==> src/flow_map.vh <==
// Constants for program-flow, vector and table-read logic.
// Assumes an 8-bit data bus addressed by 9-bit register addresses.
// Contract
// - 8K word space, wraps 1FFFH to 0000H
// - Power-on, watchdog, brownout resets act alike
// - Reset loads counter 0000H, defaults registers; code keeps 112H on watchdog, brownout, power-on
// - Powerdown and timeout flags record reset cause
// - Interrupt pushes counter, fetches from 0004H
// - All interrupts share vector 0004H
// - Only counter saved on interrupt entry
// - Table read to register: low byte, high byte
// - Table read to working register likewise
// - Pointer high at 110H, RW, five bits
// - Pointer low at 111H, RW, eight bits
// - High-byte result at 112H, read only
// - Add to counter low byte jumps
// - Counter advances by one after instruction
// - Low byte overflow does not carry upward
// - Low byte write takes upper bits from latch
`ifndef FLOW_MAP_VH
`define FLOW_MAP_VH
`define ADDR_PC_LOW 9'h002
`define ADDR_PC_LATCH 9'h00a
`define ADDR_STATUS 9'h003
`define ADDR_PTR_HIGH 9'h110
`define ADDR_PTR_LOW 9'h111
`define ADDR_HIGH_RESULT 9'h112
`define VEC_RESET 13'h0000
`define VEC_IRQ 13'h0004
`define STATUS_TO_BIT 4
`define STATUS_PD_BIT 3
`define PTR_HIGH_BITS 5
`define STACK_DEPTH 8
`endif

==> src/program_flow.v <==
// Program counter, vectors, reset cause flags and table-read unit.
// Assumes the decoder gives one-cycle strobes per executed instruction and
// reset-source pins come from other clock domains.
`timescale 1ns/1ps
`default_nettype none
`include "flow_map.vh"
module program_flow #(
   parameter AW = 13
) (
   input wire clk_sys,
   input wire rst,
   input wire por_n,
   input wire wdt_timeout,
   input wire brownout_reset,
   input wire sleep_exec,
   input wire wdt_clear_exec,
   input wire step,
   input wire irq_accept,
   input wire ret_exec,
   input wire jump_en,
   input wire [12:0] jump_addr,
   input wire [7:0] working_register,
   input wire add_pcl,
   input wire reg_wr,
   input wire reg_rd,
   input wire [8:0] reg_addr,
   input wire [7:0] reg_wdata,
   input wire table_rd,
   input wire table_to_w,
   input wire [8:0] table_dest,
   input wire [15:0] flash_rdata,
   output reg [12:0] program_counter,
   output reg [12:0] flash_addr,
   output reg [7:0] reg_rdata,
   output reg table_wr,
   output reg [8:0] table_wr_addr,
   output reg [7:0] table_wr_data,
   output reg w_load,
   output reg [7:0] w_load_data,
   output reg core_reset,
   output reg powerdown_flag,
   output reg timeout_flag
);
   reg [2:0] por_sync_reg;
   reg [2:0] wdt_sync_reg;
   reg [2:0] bor_sync_reg;
   reg [7:0] lookup_pointer_high;
   reg [7:0] lookup_pointer_low;
   reg [7:0] lookup_high_byte_result;
   reg [7:0] program_counter_high_latch;
   reg [1:0] tstate_reg;
   reg to_w_reg;
   reg [8:0] dest_reg;
   reg [12:0] pc_next;
   reg [7:0] rdata_next;
   wire [12:0] stack_top;
   wire [8:0] add_sum;
   wire src_reset;
   wire push_pc;
   localparam T_IDLE = 2'd0;
   localparam T_ADDR = 2'd1;
   localparam T_DATA = 2'd2;

   function [12:0] low_byte_jump;
      input [7:0] latch;
      input [7:0] low;
      begin
         low_byte_jump = {latch[4:0], low};
      end
   endfunction

   function sel;
      input [8:0] a;
      input [8:0] b;
      begin
         sel = (a == b);
      end
   endfunction

   // Three-stage synchronisers; a source counts as asserted only while stages two and three are both high
   always @(posedge clk_sys or posedge rst) begin
      if (rst) begin
         por_sync_reg <= 3'h7;
         wdt_sync_reg <= 3'h0;
         bor_sync_reg <= 3'h0;
      end else begin
         por_sync_reg <= {por_sync_reg[1:0], ~por_n};
         wdt_sync_reg <= {wdt_sync_reg[1:0], wdt_timeout};
         bor_sync_reg <= {bor_sync_reg[1:0], brownout_reset};
      end
   end

   // Any of the three sources resets the core identically
   assign src_reset = (por_sync_reg[2] & por_sync_reg[1]) |
      (wdt_sync_reg[2] & wdt_sync_reg[1]) |
      (bor_sync_reg[2] & bor_sync_reg[1]);

   always @(posedge clk_sys or posedge rst) begin
      if (rst) begin
         core_reset <= 1'b1;
      end else begin
         core_reset <= src_reset;
      end
   end

   // Cause flags: power-on sets both; watchdog clears timeout; sleep clears
   // powerdown. Brownout sets both as power-on does; powerdown survives watchdog resets.
   always @(posedge clk_sys or posedge rst) begin
      if (rst) begin
         powerdown_flag <= 1'b1;
         timeout_flag <= 1'b1;
      end else if (por_sync_reg[2] & por_sync_reg[1]) begin
         powerdown_flag <= 1'b1;
         timeout_flag <= 1'b1;
      end else if (wdt_sync_reg[2] & wdt_sync_reg[1]) begin
         timeout_flag <= 1'b0;
      end else if (bor_sync_reg[2] & bor_sync_reg[1]) begin
         powerdown_flag <= 1'b1;
         timeout_flag <= 1'b1;
      end else if (sleep_exec) begin
         powerdown_flag <= 1'b0;
         timeout_flag <= 1'b1;
      end else if (wdt_clear_exec) begin
         powerdown_flag <= 1'b1;
         timeout_flag <= 1'b1;
      end
   end

   // Interrupt entry saves only the counter; W and status stay untouched
   assign push_pc = irq_accept & ~src_reset;

   // Ninth bit is the carry that the jump drops
   assign add_sum = {1'b0, program_counter[7:0]} + {1'b0, working_register};

   return_stack #(
      .DEPTH(`STACK_DEPTH),
      .AW(3)
   ) u_stack (
      .clk_sys(clk_sys),
      .rst(rst),
      .push(push_pc),
      .pop(ret_exec & ~irq_accept & ~src_reset),
      .din(program_counter),
      .dout(stack_top)
   );

   always @* begin
      pc_next = program_counter;
      if (irq_accept) begin
         pc_next = `VEC_IRQ;
      end else if (reg_wr && sel(reg_addr, `ADDR_PC_LOW)) begin
         pc_next = low_byte_jump(program_counter_high_latch, reg_wdata);
      end else if (add_pcl) begin
         // Carry out of the low byte is dropped
         pc_next = low_byte_jump(program_counter_high_latch,
            add_sum[7:0]);
      end else if (ret_exec) begin
         pc_next = stack_top;
      end else if (jump_en) begin
         pc_next = jump_addr;
      end else if (step) begin
         // 13-bit counter wraps 1FFFH to 0000H naturally
         pc_next = program_counter + 13'h0001;
      end
   end

   // Counter, latch and pointers return to defaults on any reset; the high-byte result only on rst
   always @(posedge clk_sys or posedge rst) begin
      if (rst) begin
         program_counter <= `VEC_RESET;
         program_counter_high_latch <= 8'h00;
         lookup_pointer_high <= 8'h00;
         lookup_pointer_low <= 8'h00;
      end else if (src_reset) begin
         program_counter <= `VEC_RESET;
         program_counter_high_latch <= 8'h00;
         lookup_pointer_high <= 8'h00;
         lookup_pointer_low <= 8'h00;
      end else begin
         program_counter <= pc_next;
         if (reg_wr && sel(reg_addr, `ADDR_PC_LATCH)) begin
            program_counter_high_latch <= reg_wdata;
         end
         if (reg_wr && sel(reg_addr, `ADDR_PTR_HIGH)) begin
            lookup_pointer_high <= {3'h0, reg_wdata[4:0]};
         end
         if (reg_wr && sel(reg_addr, `ADDR_PTR_LOW)) begin
            lookup_pointer_low <= reg_wdata;
         end
      end
   end

   // Register read port; unmapped addresses read as zero
   always @* begin
      rdata_next = 8'h00;
      if (sel(reg_addr, `ADDR_PTR_HIGH)) begin
         rdata_next = lookup_pointer_high;
      end else if (sel(reg_addr, `ADDR_PTR_LOW)) begin
         rdata_next = lookup_pointer_low;
      end else if (sel(reg_addr, `ADDR_HIGH_RESULT)) begin
         rdata_next = lookup_high_byte_result;
      end else if (sel(reg_addr, `ADDR_PC_LOW)) begin
         rdata_next = program_counter[7:0];
      end else if (sel(reg_addr, `ADDR_PC_LATCH)) begin
         rdata_next = program_counter_high_latch;
      end else if (sel(reg_addr, `ADDR_STATUS)) begin
         rdata_next[`STATUS_TO_BIT] = timeout_flag;
         rdata_next[`STATUS_PD_BIT] = powerdown_flag;
      end
   end

   always @(posedge clk_sys or posedge rst) begin
      if (rst) begin
         reg_rdata <= 8'h00;
      end else if (reg_rd) begin
         reg_rdata <= rdata_next;
      end
   end

   // Table read: address cycle, then data cycle writes both halves.
   // Pointers are sampled at the start; an interrupt handler that also
   // reads tables can corrupt them, which software must prevent.
   always @(posedge clk_sys or posedge rst) begin
      if (rst) begin
         tstate_reg <= T_IDLE;
         flash_addr <= 13'h0000;
         to_w_reg <= 1'b0;
         dest_reg <= 9'h000;
         table_wr <= 1'b0;
         table_wr_addr <= 9'h000;
         table_wr_data <= 8'h00;
         w_load <= 1'b0;
         w_load_data <= 8'h00;
         lookup_high_byte_result <= 8'h00;
      end else begin
         table_wr <= 1'b0;
         w_load <= 1'b0;
         case (tstate_reg)
            T_IDLE: begin
               if (table_rd && !src_reset) begin
                  flash_addr <= {lookup_pointer_high[`PTR_HIGH_BITS-1:0],
                     lookup_pointer_low};
                  to_w_reg <= table_to_w;
                  dest_reg <= table_dest;
                  tstate_reg <= T_ADDR;
               end
            end
            T_ADDR: begin
               tstate_reg <= T_DATA;
            end
            T_DATA: begin
               lookup_high_byte_result <= flash_rdata[15:8];
               if (to_w_reg) begin
                  w_load <= 1'b1;
                  w_load_data <= flash_rdata[7:0];
               end else begin
                  table_wr <= 1'b1;
                  table_wr_addr <= dest_reg;
                  table_wr_data <= flash_rdata[7:0];
               end
               tstate_reg <= T_IDLE;
            end
            default: begin
               tstate_reg <= T_IDLE;
            end
         endcase
      end
   end
endmodule
`default_nettype wire

==> src/return_stack.v <==
// Hardware return stack for the program counter.
// Assumes push and pop are never asserted together.
`timescale 1ns/1ps
`default_nettype none
module return_stack #(
   parameter DEPTH = 8,
   parameter AW = 3
) (
   input wire clk_sys,
   input wire rst,
   input wire push,
   input wire pop,
   input wire [12:0] din,
   output wire [12:0] dout
);
   reg [12:0] mem [0:DEPTH-1];
   reg [AW-1:0] sp_reg;
   integer i;
   // Circular stack: overflow overwrites the oldest entry
   always @(posedge clk_sys or posedge rst) begin
      if (rst) begin
         sp_reg <= {AW{1'b0}};
         for (i = 0; i < DEPTH; i = i + 1) begin
            mem[i] <= 13'h0000;
         end
      end else if (push) begin
         mem[sp_reg] <= din;
         sp_reg <= sp_reg + 1'b1;
      end else if (pop) begin
         sp_reg <= sp_reg - 1'b1;
      end
   end
   assign dout = mem[sp_reg - 1'b1];
endmodule
`default_nettype wire
==> config.mk <==
export PLATFORM = sky130hd
export DESIGN_NAME = program_flow
export DESIGN_NICKNAME = d
export VERILOG_FILES = /design/src/program_flow.v /design/src/return_stack.v
export VERILOG_INCLUDE_DIRS = /design/src /design/src/src
export SDC_FILE = /design/constraint.sdc
export NUM_CORES = 1
export LEC_CHECK = 0
export BUFFER_PORTS_ARGS = -buffer_cell sky130_fd_sc_hd__buf_2
export CAP_MARGIN = 25
export CORE_ASPECT_RATIO = 1.25
export CORE_MARGIN = 4
export CORE_UTILIZATION = 44
export DETAILED_ROUTE_END_ITERATION = 16
export HOLD_SLACK_MARGIN = 0.06
export PLACE_DENSITY = 0.74
export SKIP_LAST_GASP = 1
export SLEW_MARGIN = 20
export SYNTH_ARGS = -nofsm -noshare
export SYNTH_HDL_FRONTEND = slang
export SYNTH_SLANG_ARGS = --single-unit
==> constraint.sdc <==
create_clock -name clk_sys -period 7.7 [get_ports clk_sys]
set_input_delay 0.77 -clock clk_sys [delete_from_list [all_inputs] [get_ports clk_sys]]
set_output_delay 0.77 -clock clk_sys [all_outputs]
set_load 0.01 [all_outputs]
# After elaboration in Yosys (flattened, before gate mapping)
# Cells that the tools add are included.
# Widths: inputs -> output; s select.
# op_classes
addsub	4
n_mux	44
reduce_logical	19
n_bitwise	14
n_eq_ne	10
order_cmp	3
# ops
op	count
$mux 13	10
$bwmux 104	1
$mux 8	10
$bmux 13 s3	1
$demux 13 s3	1
$eq 9x9->1 const B	3
$eq 9x2->1 const B	2
$add 13x1->13 const B	1
$mux 1	13
$mux 3	4
$eq 9x4->1 const B	1
$add 8x8->8	1
$ge 4x4->1 const B	2
$not 3->4	2
$reduce_and 2->1	4
$reduce_bool 2->1	4
$reduce_bool 7->1	1
$and 1x1->1	6
$logic_and 1x1->1	6
$mux 2	3
$reduce_bool 5->1	1
$lt 4x1->1 const B	1
$ne 2x2->1 const B	2
$not 1->1	4
other kinds (9)	10
# word_totals
register_bits	224
in_bits	79
out_inout_bits	64
elab_cells	124

# Longest topological paths before layout
# Gate-level depths: netlist (run 1).
# depth
word_depth	10
ltp_mapped	12
ltp_nobuf	9

# Hierarchy
# Synthesis (run 1) repeated with hierarchy kept, for this count alone.
# hier_totals
hier_cells	936
area_unflattened_um2	10630.2
# modules_own_cells
module	seq_area_each_um2	area_each_um2	cells_each	instances
program_flow	2860.2	5532.8	555	1
return_stack	2677.6	5097.4	381	1

# Least setup slack after synthesis (run 1)
# Ideal clock, no wire load.
# synth_timing
kind	reg-to-reg
startpoint	register u_stack.sp_reg[0]
endpoint	register program_counter[6]
setup_slack_ps	5212
period_less_slack_ps	2488
arrival_time_ps	2367
n_path_buf	2
stages_incl_launch_ff	10
path_cell_list	dfrtp_1 > buf_6 > buf_6 > inv_1 > ha_1 > mux4_1 > mux2_2 > a221oi_2 > a31oi_1 > a32o_1
# synth_via
elab_chain_len	10
# synth_rtl
element	line_no	rtl
start, declared	return_stack.v:17	reg [AW-1:0] sp_reg;
start signal, assigned	return_stack.v:22	sp_reg <= {AW{1'b0}};
start signal, assigned	return_stack.v:28	sp_reg <= sp_reg + 1'b1;
start signal, assigned	return_stack.v:30	sp_reg <= sp_reg - 1'b1;
$sub 3x1->3	return_stack.v:33	assign dout = mem[sp_reg - 1'b1];
$not 3->4 (implied by the code)	return_stack.v:33	
$bmux 13 s3	return_stack.v:33	
$mux 13 (implied by the code) (2 in a row)	return_stack.v:33	
$mux 13	program_flow.v:157	end else if (ret_exec) begin
$mux 13	program_flow.v:153	end else if (add_pcl) begin
$mux 13	program_flow.v:151	end else if (reg_wr && sel(reg_addr, `ADDR_PC_LOW)) begin
$mux 13	program_flow.v:149	if (irq_accept) begin
$mux 13	program_flow.v:174	end else if (src_reset) begin
end signal, assigned	program_flow.v:170	program_counter <= `VEC_RESET;
end signal, assigned	program_flow.v:175	program_counter <= `VEC_RESET;
end signal, assigned	program_flow.v:180	program_counter <= pc_next;
end, declared	program_flow.v:32	output reg [12:0] program_counter,
# No other way between the ends. The select of a mux whose other input is x is not followed.
# A chain may end at the register's enable or synchronous reset.

# Worst setup path in the final report (run 1)
# layout_timing
startpoint	register u_stack.sp_reg[1]
endpoint	register program_counter[6]
# The elaborated chain is that of the path after synthesis.

==> flow_summary_export.csv, run 1 <==
group,metric,value,unit
clock_network,htree_levels,1,
detailed_routing,firstDrtPassIters,5,
layout,num-fill-cells,2013,
critical_path,path_class,"flop to flop",
run,cap_viol_max_count,0,
sta,setup_viol,0,
power_and_ir_drop,switchingPower,1.12,mW
place,dp.final_hpwl,18.4,mm
synthesis,synthCells,890,
critical_path,cp.arrival,3.44,ns
synthesis,ys_async_sr_fraction,100,%
layout,area_growth,14.7,%
layout,largestRegisters,"u_stack.mem x104, flash_addr x13, program_counter x13",
grt,first_global_vias,7664,
sta,max-slew-margin-rel,33.7,%
sta,hold_violations,0,
layout,drive_gt1_share,36.4,%
sta,rsz0062_at_grt,"false",
power_and_ir_drop,p_comb_share,27.4,%
floorplanning,rows,63,
layout,nNetsFinal,1092,
critical_path,worstPathCellList,"inv_1 -> ha_1 -> buf_4 -> mux4_1 -> mux2_2 -> a221oi_2 -> a31oi_1 -> a32o_1",
power_and_ir_drop,p_per_area,309,nW/um^2
clock_network,clkLatencyLatePin,0.51,ns
sta,tns,0,ns
critical_path,crit_slowest_cell,"mux4_1",
status,status,"completed",
floorplanning,fp.dieH,182,microns
grt,gr-total-overflow,0,
power_and_ir_drop,vdd_drop_max,0.170,mV
clock_network,cts_buffer_depth,3,
detailed_routing,first_iter_violations,613,
power_and_ir_drop,swShare,29.6,%
synthesis,synth_edf_count,0,
clock_network,root_buffer,"clkbuf_16",
clock_network,cts.repair.resized,0,
clock_network,cts_buffers,22,
floorplanning,die-area,26700,sq um
critical_path,crit_path_start_kind,"flop",
synthesis,synth_warnings,0,
detailed_routing,wl_per_cell,20.2,microns
grt,grt_usage,20.2,%
place,io_buffers,142,
sta,fin_skew,0.0232,ns
detailed_routing,wl,27.1,mm
critical_path,endpoint_kind,"flop",
critical_path,crit_required,8.10,ns
power_and_ir_drop,p_leak,5.83,nW
synthesis,avgSynthCellArea,11.9,sq um
sta,worst_pin_slew,0.995,ns
place,post-place-cells,1303,
power_and_ir_drop,p_int,2.65,mW
detailed_routing,vias,7614,
sta,fin_crit,3.04,ns
layout,largest_reg_flops,104,
layout,antennaDiodeCount,0,
synthesis,synth.top_cell.area_share,50.6,%
power_and_ir_drop,pwr-share-clk,29.9,%
sta,fin_crit_sh,39.5,%
synthesis,synth_seq_area_share,52.1,%
worst_hold_path,hp-class,"flop to flop",
synthesis,syn_area,10600,sq um
layout,final_cell_area,12200,sq um
floorplanning,core,23700,sq um
synthesis,synth-compound-area-share,7.61,%
grt,grt_pass1_wl,42.9,mm
detailed_routing,ant_nets,0,
critical_path,slowest_delay,0.63,ns
sta,slew_violations,0,
synthesis,synth.mux.area_fraction,21.0,%
synthesis,synth_top_family_by_area,"multiplexers",
synthesis,synth_area_leaders,"dfrtp_1, mux2_2, nand2_1",
grt,grt_max_degree,140,
place,gp_congestion,0.856,
detailed_routing,drc,0,
floorplanning,die_w,147,microns
clock_network,clock-sinks,221,
clock_network,hold_buffers,0,
synthesis,ys_seq_elements,221,
synthesis,synth_fp_nets,980,
power_and_ir_drop,power_frac_seq,42.7,%
detailed_routing,via_per_inst,5.68,
grt,antenna_found_initial,0,
floorplanning,initial_core_util,44.8,%
layout,largest_register,"u_stack.mem",
synthesis,synth_simple_gate_area_share,12.4,%
floorplanning,top_level_ports,143,
synthesis,synth-adder-area-share,1.37,%
synthesis,synth.distinct_cells,68,
critical_path,worstPathMaxFanout,23,
sta,fmax,329,MHz
place,postPlaceCellArea,11400,sq um
synthesis,synthXorXnorAreaFrac,1.33,%
synthesis,ys.flop_type,"dfrtp_1",
synthesis,yosysTopAreaCell,"dfrtp_1",
clock_network,cts_tree,"done",
clock_network,cts_setup_buffers,0,
layout,layout.cells.non_filler,1340,
clock_network,clkTransAtPathRegs,0.06,ns
-- path summary, 6_finish.rpt --
kind / from / to / slack [ns] / depth (start not counted)
max: u_stack.sp_reg[1]$_DFFE_PP0P_ / program_counter[6]$_DFFE_PP0P_ / 4.66 / 8
min: bor_sync_reg[0]$_DFF_PP0_ / bor_sync_reg[1]$_DFF_PP0_ / 0.35 / 0
max reg2reg: u_stack.sp_reg[1]$_DFFE_PP0P_ / program_counter[6]$_DFFE_PP0P_ / 4.66 / 8
min reg2reg: bor_sync_reg[0]$_DFF_PP0_ / bor_sync_reg[1]$_DFF_PP0_ / 0.35 / 0
max in group asynchronous: rst / u_stack.mem[67]$_DFFE_PP0P_ / 5.99 / 3
min in group asynchronous: rst / u_stack.mem[1]$_DFFE_PP0P_ / 0.41 / 2
-- power groups by stage --
stage | Combinational (mW) | Clock, mW | Sequential, mW
6_report | 1.03 | 1.13 | 1.61
5_1_grt | 1.12 | 1.20 | 1.64
4_1_cts | 1.04 | 1.15 | 1.61
3_5_place_dp | 1.04 | 0 | 1.63
3_3_place_gp | 1.01 | 0 | 1.61
2_1_floorplan | 0.807 | 0 | 1.60
-- per-layer routing --
layer	track usage [%]	vias to the layer above	part of all wire (%)
li1	-	3409	-
met4	8.09	0	3.9
met1	25.8	3816	40
met5	0	-	0
met2	34.3	318	50
met3	3.39	71	6.6
-- Yosys cell counts (3+ instances only) --
cell	count
mux2_2	133
and3_1	5
nor2b_1	4
inv_1	17
a32o_1	3
dfrtp_1	215
a31oi_1	12
nand2b_1	7
xor2_1	3
mux2i_1	14
nor4_1	3
a211oi_1	3
o211ai_1	5
a22oi_1	7
clkbuf_1	23
nor3_1	9
buf_4	9
a21oi_1	48
a22o_1	5
nand3_1	30
nor2_1	29
o21ai_0	15
buf_2	12
xnor2_1	10
dfstp_2	6
nand2_1	152
buf_6	12
ha_1	10
nand4_1	5
and2_1	3
a221oi_1	9
mux4_2	24
nand3b_1	3
-- final cells by class --
type                       count  area (sq um)  area share, %
clock buffer                  33           693           5.69
clock inverter                 4          73.8          0.606
inverter                      19          83.8          0.688
multi-input combinational    593          4650           38.2
sequential                   221          5540           45.4
tap                          325           407           3.34
timing repair buffer         145           737           6.05
-- metrics by stage --
step           hold slack, ns  utilization, %  total power, mW  setup WS (ns)
6_report                0.347            51.4             3.77           4.66
5_1_grt                 0.352            51.4             3.96           4.43
4_1_cts                 0.350            51.3             3.80           4.66
3_5_place_dp            0.336            48.1             2.67           4.68
3_3_place_gp            0.334            48.1             2.62           4.81
2_1_floorplan           0.331               -             2.41          0.891
-- placed cells by master, fill, tap and decap left out, types with 7 or more instances in the layout --
cell type / count
dfrtp_1: 215
nand2_1: 152
buf_2: 142
mux2_2: 133
a21oi_1: 48
nand3_1: 30
nor2_1: 29
mux4_2: 24
clkbuf_16: 23
inv_1: 16
o21ai_0: 15
mux2i_1: 14
a31oi_1: 12
xnor2_1: 10
ha_1: 10
a221oi_1: 9
nor3_1: 8
clkbuf_8: 8
nand2b_1: 7
a22oi_1: 7
-- kinds of logic after synthesis --
group,count (synthesis)
DFF,221
xor gates and xnor gates,14
buffers and inverters,76
muxes,173
AOI/OAI and AO/OA,123
adders and majority gates,11
and+or+nand+nor,272
-- worst max-delay path, delay by kind of cell, from the launching register on --
family | cells | cell delay [ns]
DFF | 1 | 0.50
muxes | 2 | 0.92
AOI/OAI and AO/OA | 3 | 0.53
adders and majority gates | 1 | 0.44
buffers and inverters | 2 | 0.54
Power figures use the tool's default switching activity.
==> run 2, diff against run 1 <==
--- a/config.mk
+++ b/config.mk
@@ -6,6 +6,7 @@
 export SDC_FILE = /design/constraint.sdc
 export NUM_CORES = 1
 export LEC_CHECK = 0
+export ABC_AREA = 1
 export BUFFER_PORTS_ARGS = -buffer_cell sky130_fd_sc_hd__buf_2
 export CAP_MARGIN = 25
 export CORE_ASPECT_RATIO = 1.25
@@ -13,7 +14,7 @@
 export CORE_UTILIZATION = 44
 export DETAILED_ROUTE_END_ITERATION = 16
 export HOLD_SLACK_MARGIN = 0.06
-export PLACE_DENSITY = 0.74
+export PLACE_DENSITY = 0.73
 export SKIP_LAST_GASP = 1
 export SLEW_MARGIN = 20
 export SYNTH_ARGS = -nofsm -noshare
==> constraint.sdc (replaced) <==
create_clock -name clk_sys -period 3.1 [get_ports clk_sys]
set_input_delay 0.31 -clock clk_sys [delete_from_list [all_inputs] [get_ports clk_sys]]
set_output_delay 0.31 -clock clk_sys [all_outputs]
set_load 0.01 [all_outputs]
==> run 2 against run 1 <==
Die area grew 3.0%. Global-route usage increased by 1.9 points. Clock power grew 140%. Total power grew to 2.8 times the previous value. Design area up 5.1%. Critical endpoint is now program_counter[11]$_DFFE_PP0P_.
==> flow_summary_export.csv, run 2 <==
group,metric,value,unit
status,status,"completed",
synthesis,synth_area_leaders,"dfrtp_1, nand2_1, nand3_1",
synthesis,ys_seq_elements,221,
grt,first_global_vias,9607,
critical_path,endpoint_kind,"flop",
floorplanning,fp.dieH,184,microns
sta,max-slew-margin-rel,43.1,%
critical_path,crit_family,"simple AND/OR/NAND/NOR gates",
run,cap_viol_max_count,0,
clock_network,clkLatencyLatePin,0.51,ns
critical_path,r2r_cells,12,
synthesis,synthCells,1330,
layout,final_cell_area,12800,sq um
critical_path,crit_buf_inv,2,
grt,antenna_found_initial,1,
power_and_ir_drop,p_per_area,815,nW/um^2
synthesis,synth.top_cell.area_share,49.1,%
critical_path,cp.depth,12,
detailed_routing,firstDrtPassIters,5,
synthesis,syn_area,11000,sq um
critical_path,slowest_delay,0.59,ns
synthesis,synth_fp_nets,1420,
grt,grt_pass1_wl,49.4,mm
place,post-place-cells,1756,
synthesis,ys_async_sr_fraction,100,%
critical_path,r2r_end,"program_counter[11]$_DFFE_PP0P_",
detailed_routing,via_per_inst,5.28,
clock_network,cts.repair.resized,0,
synthesis,ys.flop_type,"dfrtp_1",
synthesis,synth_warnings,0,
critical_path,worstPathCellList,"clkinv_1 -> ha_1 -> buf_4 -> nand3_1 -> nand3_1 -> nand2_1 -> nor2_1 -> nor2_1 -> nand2_1 -> nand2_1 -> nand2_1 -> nand2_1",
layout,final_common_cell,"nand2_1",
critical_path,worstPathMaxFanout,19,
detailed_routing,wl_per_cell,16.7,microns
synthesis,ys_top_cells_by_count,"nand2_1, dfrtp_1, nand3_1",
grt,gr-total-overflow,0,
layout,largest_register,"u_stack.mem",
floorplanning,die-area,27500,sq um
layout,finalCoreUtilization,52.3,%
floorplanning,top_level_ports,143,
layout,antennaDiodeCount,0,
sta,rsz0062_at_grt,"false",
layout,area_growth,16.9,%
sta,worst_pin_slew,0.853,ns
clock_network,root_buffer,"clkbuf_16",
layout,layout.cells.non_filler,1820,
floorplanning,rows,64,
floorplanning,core,24500,sq um
critical_path,path_class,"flop to flop",
critical_path,cp.arrival,2.89,ns
grt,grt_usage,22.1,%
detailed_routing,wl,30.3,mm
critical_path,r2r_slack,0.61,ns
layout,largest_reg_flops,104,
sta,fin_crit_sh,80.4,%
floorplanning,initial_core_util,44.7,%
layout,nNetsFinal,1567,
clock_network,clock-sinks,221,
synthesis,synth.most_common_cell,"nand2_1",
critical_path,crit_start,"u_stack.sp_reg[1]$_DFFE_PP0P_",
detailed_routing,first_iter_violations,856,
sta,hold_violations,0,
critical_path,worst_path_most_repeated_cell,"nand2_1",
layout,largestRegisters,"u_stack.mem x104, flash_addr x13, program_counter x13",
power_and_ir_drop,p_leak,6.25,nW
sta,fin_skew,0.00954,ns
place,postPlaceCellArea,11800,sq um
clock_network,cts_buffers,22,
synthesis,yosysTopAreaCell,"dfrtp_1",
clock_network,cts_buffer_depth,3,
synthesis,synth.distinct_cells,40,
detailed_routing,vias,9617,
place,io_buffers,142,
sta,fmax,401,MHz
critical_path,crit_slowest_cell,"dfrtp_1",
place,dp.final_hpwl,20.7,mm
synthesis,synth_edf_count,0,
sta,fin_crit,2.49,ns
synthesis,avgSynthCellArea,8.24,sq um
power_and_ir_drop,vdd_drop_max,0.571,mV
critical_path,crit_path_start_kind,"flop",
layout,drive_gt1_share,18.7,%
grt,grt_max_degree,83,
layout,final_cell_mix,"nand2_1, dfrtp_1, buf_2",
critical_path,endpoint,"program_counter[11]$_DFFE_PP0P_",
sta,slew_violations,0,
place,gp_congestion,0.871,
synthesis,synth_seq_area_share,50.5,%
floorplanning,die_w,149,microns
clock_network,htree_levels,1,
sta,setup_viol,0,
detailed_routing,drc,0,
detailed_routing,ant_nets,0,
clock_network,clkTransAtPathRegs,0.06,ns
worst_hold_path,hp-class,"input port to flop",
critical_path,crit_required,3.50,ns
critical_path,r2r-start,"u_stack.sp_reg[1]$_DFFE_PP0P_",
clock_network,cts_tree,"done",
## run 2: changes by cell type after synthesis, moves of 24 or more
cell | previous run | this run
o21ai_1 | 0 | 94
nand3_1 | 30 | 128
o21ai_0 | 15 | 86
inv_1 | 17 | 77
mux2_2 | 133 | 0
mux4_2 | 24 | 0
o21ai_2 | 0 | 33
a21oi_1 | 48 | 21
nor2_1 | 29 | 74
nand2_1 | 152 | 454
## run 2: area by class of cell
type / instances / area (sq um)
clock buffer: 31 / 656
clock inverter: 6 / 82.6
fill: 2301 / 11700
inverter: 98 / 380
multi-input combinational: 954 / 4640
sequential: 221 / 5540
tap: 330 / 413
timing repair buffer: 180 / 1100
## run 2: worst min-delay path by stage
stage / start / endpoint / slack, ns / depth (start not counted)
detailed placement: rst / program_counter[1]$_DFFE_PP0P_ / 0.23 / 2
global route: flash_rdata[4] / table_wr_data[4]$_DFFE_PP0P_ / 0.09 / 3
global placement: rst / program_counter[1]$_DFFE_PP0P_ / 0.23 / 2
finish: flash_rdata[3] / table_wr_data[3]$_DFFE_PP0P_ / 0.07 / 3
floorplan: bor_sync_reg[0]$_DFF_PP0_ / bor_sync_reg[1]$_DFF_PP0_ / 0.33 / 0
CTS: flash_rdata[5] / w_load_data[5]$_DFFE_PP0P_ / 0.06 / 3
## run 2: routing by layer
| metal | track usage [%] | vias up | share of wire, % |
|---|---|---|---|
| li1 | - | 4609 | - |
| met1 | 27.5 | 4584 | 40 |
| met2 | 38.1 | 354 | 49 |
| met3 | 4.28 | 68 | 7.3 |
| met4 | 8.46 | 2 | 3.5 |
| met5 | 0 | - | 0.043 |
## run 2: worst min-delay path: stages
cell and delay (ns):
buf_2 0.09, inv_1 0.05, o21ai_0 0.08
## run 2: what timing repair did
action	4_1_cts	5_1_grt
endpoints found under the hold margin	227	0
setup buffers	0	0
hold buffers	27	0
## run 2: stage by stage
stage	setup WS [ns]	total power, mW	TNS (ns)	hold WS, ns
final	0.606	10.4	0	0.0740
after global routing	0.340	11.1	0	0.0851
after CTS	0.614	10.5	0	0.0643
after detailed placement	0.632	7.66	0	0.235
after global placement	0.634	7.55	0	0.234
after floorplan	-0.0872	6.71	-18.74	0.331
## run 2: logic make-up after synthesis
family                     count (synthesis)  synth area share, %
adders and majority gates                 11                 1.32
DFF                                      221                 50.5
and+or+nand+nor                          702                 28.6
xor gates and xnor gates                   4                0.320
buffers and inverters                    155                 7.16
AOI/OAI and AO/OA                        237                 12.0
## run 2: power by group
| part | internal, mW | leakage, nW | switching, mW | total, mW |
|---|---|---|---|---|
| sequential | 3.70 | 2.91 | 0.534 | 4.23 |
| clock | 1.63 | 0.363 | 1.12 | 2.75 |
| combinational | 1.24 | 2.98 | 2.22 | 3.46 |
